--- config.mk ---
export PLATFORM = sky130hd
export DESIGN_NAME = clock_buffer_config_regs
export DESIGN_NICKNAME = d
export VERILOG_FILES = /design/src/rtl/clock_buffer_config_regs.v
export VERILOG_INCLUDE_DIRS = /design/src /design/src/rtl
export SDC_FILE = /design/constraint.sdc
export NUM_CORES = 1
export LEC_CHECK = 0
export ABC_AREA = 1
export BUFFER_PORTS_ARGS = -buffer_cell sky130_fd_sc_hd__buf_2
export CORE_MARGIN = 4
export CORE_UTILIZATION = 45
export CTS_BUF_LIST = sky130_fd_sc_hd__clkbuf_4
export CTS_CLUSTER_SIZE = 14
export DETAILED_ROUTE_END_ITERATION = 8
export MAX_ROUTING_LAYER = met4
export PLACE_DENSITY = 0.69
export SETUP_SLACK_MARGIN = 0.5
export SYNTH_ARGS = -nofsm -noshare
export SYNTH_HDL_FRONTEND = slang
export SYNTH_SLANG_ARGS = --single-unit
--- constraint.sdc ---
create_clock -name clock -period 2.35 [get_ports clock]
set_input_delay 0.235 -clock clock [delete_from_list [all_inputs] [get_ports clock]]
set_output_delay 0.235 -clock clock [all_outputs]
set_load 0.005 [all_outputs]
--- src/rtl/clock_buffer_config_map.vh ---
// Register indices, field positions and reset values of the buffer's
// configuration bank. Definitions only; included by the register block.
`ifndef CLOCK_BUFFER_CONFIG_MAP_VH
`define CLOCK_BUFFER_CONFIG_MAP_VH

// ****************************************
// Register indices (byte offsets on the register port)
// ****************************************
`define REG_EDGE_SPEED 8'h14
`define REG_LOWLOW_DET 8'h15
`define REG_RX_CONFIG 8'h16
`define REG_PERM_LOCK 8'h17
`define REG_CLR_LOCK 8'h18

// ****************************************
// Field positions
// ****************************************
`define LOWLOW_EN_BIT 2
`define BIAS_EN_BIT 1
`define TERM_EN_BIT 0
`define PERM_LOCK_BIT 0
`define CLR_LOCK_BIT 0

// ****************************************
// Reset values
// ****************************************
`define EDGE_SPEED_ALL_FAST 8'hff
`define LOWLOW_RESET 8'h94
`define RX_CONFIG_RESET 8'h00
`define PERM_LOCK_RESET 8'h00
`define CLR_LOCK_RESET 8'h00

// ****************************************
// Start-up timing
// ****************************************
// Last count of the synchroniser fill wait after reset release
`define FILL_LAST 3'h4

`endif

--- src/rtl/clock_buffer_config_regs.v ---
// Configuration registers of a clock fanout buffer: output edge speed,
// low-low detect enable, input receiver bias/termination, write locks.
// Assumes an SMBus protocol engine on the same clock presents one-cycle
// read and write strobes with a byte address; rst is the power-up reset.
// Strap pins and input legs are asynchronous to clock and pass three
// flops here; the register port is taken as already synchronous.
//
// How it works
// - Source bit 0: strap pin sets edge speeds
// - Source bit 1: all edge speeds fast
// - Host reads and overwrites edge speeds afterwards
// - Edge speed bit n drives output n
// - Detect enable turns receiver off on low-low
// - Detect enable bit 2, resets to 1
// - Bias control bit 1, resets 0 (DC)
// - Termination control bit 0, resets 0
// - Permanent lock blocks writes, reads still work
// - Permanent lock stays set until power cycle
// - Permanent lock resets to 0
// - Clearable lock blocks writes, write-1 toggles
`timescale 1ns/1ps
`default_nettype none
`include "clock_buffer_config_map.vh"

module clock_buffer_config_regs #(
    parameter NUM_OUT = 8
) (
    input wire clock,
    input wire rst,
    input wire slew_default_source_bit,
    input wire edge_speed_strap,
    input wire ref_in_pos,
    input wire ref_in_neg,
    input wire [7:0] reg_addr,
    input wire [7:0] reg_wdata,
    input wire reg_wr,
    input wire reg_rd,
    output reg [7:0] reg_rdata,
    output reg reg_rvalid,
    output reg wr_refused,
    output reg [NUM_OUT-1:0] out_edge_speed,
    output reg receiver_off,
    output reg input_internal_bias_en,
    output reg input_term_en,
    output reg any_lock
);

    // ****************************************
    // Register layout
    // ****************************************
    // 0x14 bit n: edge speed of output n, 1 fast, 0 slow
    // 0x15 bit 2: low-low detect enable, on after reset
    // 0x15 bits 7:3 and 1:0: plain storage, read back as written
    // 0x16 bit 1: internal bias for AC-coupled input sources
    // 0x16 bit 0: termination to ground on both input legs
    // 0x16 bits 7:2: plain storage, read back as written
    // 0x17 bit 0: permanent write lock, set-only
    // 0x18 bit 0: clearable write lock, a written 1 toggles it
    // Other bytes read as 0 and hold nothing.
    //
    // Reads are never refused, locked or not, so the host can
    // always see why a write was dropped.
    // Only a power-up reset undoes the permanent lock; a board that
    // sets it early gives up field reconfiguration for safety.

    // ****************************************
    // Pin synchronisers
    // ****************************************
    // Three stages; a level counts once stages two and three agree
    // Leg level flops reset high, but their stages reset low, so a brief false low-low shows after reset release
    reg [2:0] strap_sync_r;
    reg [2:0] src_sync_r;
    reg [2:0] pos_sync_r;
    reg [2:0] neg_sync_r;
    reg strap_lvl_r;
    reg src_lvl_r;
    reg pos_lvl_r;
    reg neg_lvl_r;

    always @(posedge clock or posedge rst)
    begin
        if (rst)
        begin
            strap_sync_r <= 3'h0;
            src_sync_r <= 3'h0;
            pos_sync_r <= 3'h0;
            neg_sync_r <= 3'h0;
            strap_lvl_r <= 1'b0;
            src_lvl_r <= 1'b0;
            pos_lvl_r <= 1'b1;
            neg_lvl_r <= 1'b1;
        end
        else
        begin
            strap_sync_r <= {strap_sync_r[1:0], edge_speed_strap};
            src_sync_r <= {src_sync_r[1:0], slew_default_source_bit};
            pos_sync_r <= {pos_sync_r[1:0], ref_in_pos};
            neg_sync_r <= {neg_sync_r[1:0], ref_in_neg};
            if (strap_sync_r[1] == strap_sync_r[2])
            begin
                strap_lvl_r <= strap_sync_r[2];
            end
            if (src_sync_r[1] == src_sync_r[2])
            begin
                src_lvl_r <= src_sync_r[2];
            end
            if (pos_sync_r[1] == pos_sync_r[2])
            begin
                pos_lvl_r <= pos_sync_r[2];
            end
            if (neg_sync_r[1] == neg_sync_r[2])
            begin
                neg_lvl_r <= neg_sync_r[2];
            end
        end
    end

    // ****************************************
    // Power-up default capture
    // ****************************************
    // Straps are caught after reset release, once the synchronisers
    // have filled; a constant cannot be loaded from a pin under reset.
    // The fill wait covers the three flops plus the agreement stage.
    // Writes are refused until the run state, so a host cannot race
    // the default load and have its value overwritten by the strap.
    localparam ST_FILL = 2'd0;
    localparam ST_LOAD = 2'd1;
    localparam ST_RUN = 2'd2;
    reg [1:0] state_r;
    reg [2:0] fill_cnt_r;

    always @(posedge clock or posedge rst)
    begin
        if (rst)
        begin
            state_r <= ST_FILL;
            fill_cnt_r <= 3'h0;
        end
        else
        begin
            case (state_r)
                ST_FILL:
                begin
                    fill_cnt_r <= fill_cnt_r + 3'h1;
                    if (fill_cnt_r == `FILL_LAST)
                    begin
                        state_r <= ST_LOAD;
                    end
                end
                ST_LOAD:
                    state_r <= ST_RUN;
                ST_RUN:
                    state_r <= ST_RUN;
                default:
                    state_r <= ST_FILL;
            endcase
        end
    end

    // ****************************************
    // Write qualification
    // ****************************************
    reg [7:0] lowlow_r;
    reg [7:0] rx_cfg_r;
    reg perm_lock_r;
    reg clr_lock_r;

    // Locks sample registered state, so the locking write itself lands
    wire locked = perm_lock_r | clr_lock_r;
    wire running = (state_r == ST_RUN);
    wire wr_ok = reg_wr & running & ~locked;

    // Address decode, one select per mapped register
    wire hit_speed = (reg_addr == `REG_EDGE_SPEED);
    wire hit_lowlow = (reg_addr == `REG_LOWLOW_DET);
    wire hit_rx = (reg_addr == `REG_RX_CONFIG);
    wire hit_perm = (reg_addr == `REG_PERM_LOCK);
    wire hit_clr = (reg_addr == `REG_CLR_LOCK);

    // One strobe per register; at most one is high in a cycle
    wire speed_wr = wr_ok & hit_speed;
    wire lowlow_wr = wr_ok & hit_lowlow;
    wire rx_wr = wr_ok & hit_rx;
    wire perm_wr = wr_ok & hit_perm & reg_wdata[`PERM_LOCK_BIT];

    // Clearing the clearable lock must stay possible while it blocks;
    // the toggle lets one register both set and release it, and the
    // permanent lock overrides it.
    wire clr_wr = reg_wr & running & ~perm_lock_r & hit_clr;

    // ****************************************
    // Edge speed register, one flop per output
    // ****************************************
    // One flop per output keeps each edge speed a direct register output
    genvar i;
    generate
        for (i = 0; i < NUM_OUT; i = i + 1)
        begin : g_edge
            always @(posedge clock or posedge rst)
            begin
                if (rst)
                begin
                    out_edge_speed[i] <= 1'b1;
                end
                else if (state_r == ST_LOAD)
                begin
                    out_edge_speed[i] <= src_lvl_r ? 1'b1 : strap_lvl_r;
                end
                else if (speed_wr)
                begin
                    out_edge_speed[i] <= reg_wdata[i];
                end
            end
        end
    endgenerate

    // ****************************************
    // Control and lock registers
    // ****************************************
    always @(posedge clock or posedge rst)
    begin
        if (rst)
        begin
            lowlow_r <= `LOWLOW_RESET;
            rx_cfg_r <= `RX_CONFIG_RESET;
            perm_lock_r <= 1'b0;
            clr_lock_r <= 1'b0;
        end
        else
        begin
            if (lowlow_wr)
            begin
                lowlow_r <= reg_wdata;
            end
            if (rx_wr)
            begin
                rx_cfg_r <= reg_wdata;
            end
            // Set-only: no write path ever returns it to 0
            if (perm_wr)
            begin
                perm_lock_r <= 1'b1;
            end
            if (clr_wr && reg_wdata[`CLR_LOCK_BIT])
            begin
                clr_lock_r <= ~clr_lock_r;
            end
        end
    end

    // ****************************************
    // Read path and outputs
    // ****************************************
    reg [7:0] rd_nxt;

    always @*
    begin
        case (reg_addr)
            `REG_EDGE_SPEED: rd_nxt = out_edge_speed;
            `REG_LOWLOW_DET: rd_nxt = lowlow_r;
            `REG_RX_CONFIG: rd_nxt = rx_cfg_r;
            `REG_PERM_LOCK: rd_nxt = {7'h00, perm_lock_r};
            `REG_CLR_LOCK: rd_nxt = {7'h00, clr_lock_r};
            default: rd_nxt = 8'h00;
        endcase
    end

    always @(posedge clock or posedge rst)
    begin
        if (rst)
        begin
            reg_rdata <= 8'h00;
            reg_rvalid <= 1'b0;
            wr_refused <= 1'b0;
            receiver_off <= 1'b0;
            input_internal_bias_en <= 1'b0;
            input_term_en <= 1'b0;
            any_lock <= 1'b0;
        end
        else
        begin
            reg_rvalid <= reg_rd;
            // Read data holds until the next read
            if (reg_rd)
            begin
                reg_rdata <= rd_nxt;
            end
            // A refusal pulse lets the host notice a dropped write
            wr_refused <= reg_wr & ~wr_ok & ~clr_wr;
            // Levels, not edges: a source parked low-low is caught, while a
            // running clock rarely shows both legs low at two samples
            receiver_off <= lowlow_r[`LOWLOW_EN_BIT] & ~pos_lvl_r & ~neg_lvl_r;
            input_internal_bias_en <= rx_cfg_r[`BIAS_EN_BIT];
            input_term_en <= rx_cfg_r[`TERM_EN_BIT];
            any_lock <= locked;
        end
    end

endmodule

`default_nettype wire

==> flow_summary_export.csv, run 1 <==
group,metric,value,unit
power,combPwrFrac,7.1,%
status,status,"finished clean",
critical_path,cp.required,2680,ps
critical_path,path_max_fanout,16,
synthesis,ys_seq_elements,61,
synthesis,synthXorXnorAreaFrac,0.974,%
synthesis,ys_warn_count,0,
critical_path,criticalPathCategory,"reg2reg",
global_routing,grt_pass1_wl,8990,um
sta,fin_skew,13.6,ps
run,cap_violations,0,
global_routing,grt-ovfl-total,0,
sta,worstMarginPinSlew,583,ps
detailed_routing,wl_per_cell,12.6,um
floorplan,die_y,85.4,um
place,portBuffers,45,
synthesis,syn_inst,266,
power,power,1.96,mW
floorplan,design.die.area,0.00730,mm^2
global_routing,grt_usage,16.0,%
synthesis,ys_types,34,
layout,syn_to_final_growth,17.2,%
floorplan,die_w,85.4,um
synthesis,synth-edff-count,0,
layout,instances_no_fill,399,
synthesis,synth_top_family_by_area,"simple AND/OR/NAND/NOR gates",
clock_tree,insertion_delay,400,ps
floorplan,std_cell_rows,27,
detailed_routing,wl,5030,um
critical_path,cp-end-kind,"flip-flop",
global_routing,first_global_vias,1844,
detailed_routing,vias,1881,
detailed_routing,drcViolationCount,0,
place,place_inst,378,
power,leakage,1.59,nW
synthesis,ys_seq_area_share,57.2,%
layout,drive_above_1_share,31.2,%
critical_path,arrival,1960,ps
clock_tree,clock_sinks,61,
place,place.gp.congestion,0.754,
synthesis,yosys.area_share.simple,22.2,%
synthesis,netlist_area,0.00270,mm^2
synthesis,synth_ff_type,"dfrtp_1",
power,clockPowerShare,35.7,%
power,p_int,1.48,mW
clock_tree,post_cts_resized,0,
layout,diodes,0,
clock_tree,clk_pin_slew,110,ps
clock_tree,numCtsBuffers,9,
place,dp_hpwl,3630,um
clock_tree,cts_buffer_depth,2,
detailed_routing,via_per_inst,4.71,
synthesis,synth-compound-area-share,9.18,%
clock_tree,h-tree-depth,3,
synthesis,yosysTopAreaCell,"dfrtp_1",
power,switching_share,24.5,%
synthesis,synthMuxAreaShare,0,%
power,irDropWorstVdd,0.000482,V
sta,rsz0062_at_grt,"no",
floorplan,core,0.00568,mm^2
detailed_routing,antenna_left,0,
synthesis,syn_avg_cell_area,10.1,um^2
synthesis,async_reset_ff_share,100,%
detailed_routing,drt_iter0_markers,126,
sta,fin_crit_sh,69.5,%
clock_tree,clock-root-buffer,"clkbuf_4",
global_routing,grt_max_degree,36,
layout,utilization,55.7,%
floorplan,start_util,47.5,%
synthesis,synth_adder_area_share,4.27,%
sta,setup_viol,0,
sta,fin_crit,1630,ps
sta,clock.fmax,0.612,GHz
sta,relSlewSlack,61.1,%
floorplan,io_pins,46,
global_routing,antenna_found_initial,0,
power,p_per_area,621,mW/mm^2
synthesis,synth_top_area_share,44.5,%
clock_tree,cts_tree,"built",
worst_hold_path,hold_class,"in2reg",
power,p_seq_share,57.2,%
power,p_sw,0.480,mW
synthesis,synth_nets,296,
layout,final_common_cell,"nand2_1",
sta,hold_viol_final,0,
detailed_routing,first_pass_iters,4,
critical_path,startpoint_type,"flip-flop",
sta,setup_tns,0,ps
layout,fin_nets,352,
sta,slew_violations,0,
layout,final_cell_mix,"57 x nand2_1, 48 x dfrtp_1, 45 x buf_2",
synthesis,synthTopCellsByArea,"dfrtp_1 45%, dfstp_2 13%, nand2_1 7.9%, nand3_1 5.8%, inv_1 3.6%",
==> critical path: stages, from the launching register on <==
cell and delay [ps]:
dfrtp_1 390, inv_1 130, ha_1 170, nand2_1 90, nor2_4 250, nand3_2 140
nand2_4 200, nor2_1 60, a21oi_1 120
==> per-layer routing <==
metal,GRT usage [%],routed length (um)
met5,-,0
met3,4.56,267
met1,21.8,2430
met2,22.7,2260
met4,5.61,74
==> synth_stat cells (2+ instances only) <==
cell type and number:
buf_6 2, nand2_2 2, nand2_4 3, maj3_1 4, inv_1 26, o21a_1 8
o21ai_1 9, nand3_1 31, nor2_2 2, a21oi_2 2, ha_1 6, o21ai_0 4
dfrtp_1 48, nor2_4 4, a21oi_1 7, nand2_1 57, xor2_1 3, dfstp_2 13
nor2_1 11, o21ai_2 8, inv_2 3
==> cell type report <==
| cell class | instances | area [um^2] |
|---|---|---|
| Fill cell | 517 | 2510 |
| Sequential cell | 61 | 1540 |
| Multi-Input combinational cell | 169 | 987 |
| Timing Repair Buffer | 52 | 303 |
| Inverter | 29 | 109 |
| Tap cell | 72 | 90.1 |
| Clock buffer | 10 | 75.1 |
| Clock inverter | 6 | 55.1 |
==> stage by stage <==
stage          worst slack [ps]  hold WS, ps  instance area, um^2
3_3_place_gp                767          324                 2980
3_5_place_dp                724          331                 2980
4_1_cts                     674         35.2                 3160
5_1_grt                     522         35.2                 3160
2_1_floorplan               623          266                 2700
6_report                    717         49.1                 3160
==> power by group through the flow <==
stage | Combinational [mW] | Sequential [mW] | Clock (mW)
finish | 0.140 | 1.12 | 0.701
detailed placement | 0.138 | 1.14 | 0
floorplan | 0.0772 | 1.14 | 0
CTS | 0.144 | 1.12 | 0.715
global route | 0.162 | 1.13 | 0.776
global placement | 0.135 | 1.14 | 0
==> repair_timing <==
action	CTS	global route
hold endpoints to repair	20	0
setup buffers	0	0
hold buffers	5	0
==> worst paths after layout <==
kind	start	to	slack, ps	depth (start not counted)
worst min-delay path	reg_rd	reg_rvalid$_DFF_PP0_	50	1
worst max register to register	state_r[0]$_DFFE_PP0P_	out_edge_speed[3]$_DFFE_PP1P_	720	8
worst min register to register	strap_sync_r[0]$_DFF_PP0_	strap_sync_r[1]$_DFF_PP0_	350	0
min in group asynchronous	rst	fill_cnt_r[1]$_DFFE_PP0N_	430	3
max in group asynchronous	rst	neg_lvl_r$_DFFE_PP1N_	1260	4
worst max-delay path	state_r[0]$_DFFE_PP0P_	out_edge_speed[3]$_DFFE_PP1P_	720	8
==> sequential cells by signal, indices dropped and copies added (netlist names), 2 cells and up <==
signal	cells
reg_rdata	8
strap_sync_r	3
neg_sync_r	3
src_sync_r	3
state_r	2
out_edge_speed	8
lowlow_r	8
pos_sync_r	3
fill_cnt_r	3
rx_cfg_r	8
==> cells by family after synthesis <==
family / count (synthesis)
simple gates: 118
flops: 61
compound gates: 38
buf+inv: 36
fa+ha+maj: 10
xor+xnor: 3
No activity file was read; power rests on OpenSTA's default activity.
==> run 2: changes to the inputs <==
Settings changed: PLACE_DENSITY 0.69 to 0.72.
Clock period 2.35 ns to 1.35 ns, I/O delays scaled along.
==> run 2 against run 1 <==
The run now ends with negative setup slack left. Maximum frequency increased by 10%. Wire length increased by 44%. Global-route usage increased by 2.7 points. Critical path type unchanged. Largest power group unchanged. Highest routed layer unchanged.
==> flow_summary_export.csv, run 2 (synthesis results as in run 1) <==
group,metric,value,unit
clock_tree,cts_tree,"built",
layout,fin_nets,407,
power,p_per_area,855,mW/mm^2
sta,setup_tns,-1030,ps
floorplan,design.die.area,0.00730,mm^2
layout,drive_above_1_share,55.1,%
detailed_routing,wl_per_cell,16.0,um
floorplan,std_cell_rows,27,
clock_tree,clock-root-buffer,"clkbuf_4",
status,violations,"negative setup slack",
floorplan,io_pins,46,
global_routing,first_global_vias,2158,
layout,final_cell_mix,"48 x dfrtp_1, 41 x nand2_1, 40 x buf_2",
floorplan,start_util,47.5,%
layout,final_common_cell,"dfrtp_1",
clock_tree,insertion_delay,400,ps
detailed_routing,drcViolationCount,0,
sta,worstMarginPinSlew,375,ps
run,cap_violations,0,
detailed_routing,vias,2320,
global_routing,grt_max_degree,24,
critical_path,cp.required,1680,ps
power,irDropWorstVdd,0.000533,V
floorplan,die_y,85.4,um
sta,fin_crit_sh,110,%
sta,setup_ws,-129,ps
global_routing,antenna_found_initial,0,
place,place_area,0.00309,mm^2
layout,diodes,0,
status,status,"finished with violations",
sta,hold_ws,21.1,ps
critical_path,startpoint_type,"flip-flop",
sta,relSlewSlack,75.0,%
floorplan,core,0.00568,mm^2
sta,fin_skew,10.2,ps
floorplan,die_w,85.4,um
layout,fillers,397,
sta,rsz0062_at_grt,"yes",
detailed_routing,antenna_left,0,
layout,utilization,70.1,%
layout,syn_to_final_growth,47.6,%
sta,clock.fmax,0.676,GHz
detailed_routing,drt_iter0_markers,162,
layout,design_area,0.00398,mm^2
critical_path,cp-end-kind,"flip-flop",
sta,fin_crit,1480,ps
place,place.gp.congestion,0.806,
sta,hold_viol_final,0,
clock_tree,numCtsBuffers,9,
worst_hold_path,hold_class,"in2reg",
critical_path,criticalPathCategory,"reg2reg",
global_routing,grt-ovfl-total,0,
global_routing,grt_usage,18.7,%
clock_tree,cts_buffer_depth,2,
clock_tree,clock_sinks,61,
sta,setup_viol,24,
sta,slew_violations,0,
critical_path,arrival,1810,ps
place,dp_hpwl,3930,um
clock_tree,clk_pin_slew,90,ps
power,power,3.40,mW
power,leakage,1.94,nW
detailed_routing,via_per_inst,5.12,
detailed_routing,wl,7240,um
critical_path,path_max_fanout,8,
clock_tree,h-tree-depth,3,
place,portBuffers,45,
detailed_routing,first_pass_iters,5,
global_routing,grt_pass1_wl,10300,um
run 2: worst max-delay path: stages, from the launching register on:
cell and delay, ps:
dfrtp_1 400, inv_2 90, ha_4 130, nand2_4 50, nor2_4 120, buf_12 130
nand3_4 120, nand2_8 150, nor2_1 60, a21oi_1 150
run 2: stage by stage:
stage | instances | setup slack, ps
2_1_floorplan | 266 | 20.2
4_1_cts | 428 | 6.12
3_5_place_dp | 386 | -17.2
5_1_grt | 453 | -191
3_3_place_gp | 386 | 43.8
6_report | 453 | -129
run 2: timing repair:
item	CTS	global route
resized for setup	46	41
endpoints found under the setup margin	65	84
gates cloned	1	2
setup buffers	19	23
endpoints found under the hold margin	17	0
pin swaps	14	13
hold buffers	7	0
run 2: report_power, final:
group	internal [mW]	switching, mW	total (mW)
registers	1.91	0.0455	1.96
logic	0.243	0.216	0.459
clock network	0.390	0.598	0.987
total	2.54	0.859	3.40
run 2: cell type report:
type                            instances  area [um^2]  share of cell area (%)
Sequential cell                        61         1540                    38.7
Clock inverter                          4         16.3                   0.409
Timing Repair Buffer                  104          818                    20.6
Tap cell                               72         90.1                    2.26
Multi-Input combinational cell        172         1310                    32.9
Clock buffer                           11         82.6                    2.07
Inverter                               29          120                    3.02
run 2: layer usage:
layer / track usage (%) / vias up / part of all wire [%]
met1: 21.3 / 1114 / 37
met4: 9.64 / 0 / 4.2
met3: 5.05 / 32 / 5.9
met2: 30.0 / 88 / 53
li1: - / 1086 / -
met5: - / - / 0
run 2: final timing paths:
check | start | to | slack, ps | depth (start not counted)
worst max-delay path | state_r[0]$_DFFE_PP0P_ | out_edge_speed[3]$_DFFE_PP1P_ | -130 | 9
worst min-delay path | reg_wdata[4] | lowlow_r[4]$_DFFE_PP1P_ | 20 | 3
min in group asynchronous | rst | strap_sync_r[0]$_DFF_PP0_ | 240 | 3
worst min register to register | neg_sync_r[0]$_DFF_PP0_ | neg_sync_r[1]$_DFF_PP0_ | 350 | 0
max in group asynchronous | rst | lowlow_r[2]$_DFFE_PP1P_ | 610 | 4
worst max register to register | state_r[0]$_DFFE_PP0P_ | out_edge_speed[3]$_DFFE_PP1P_ | -130 | 9
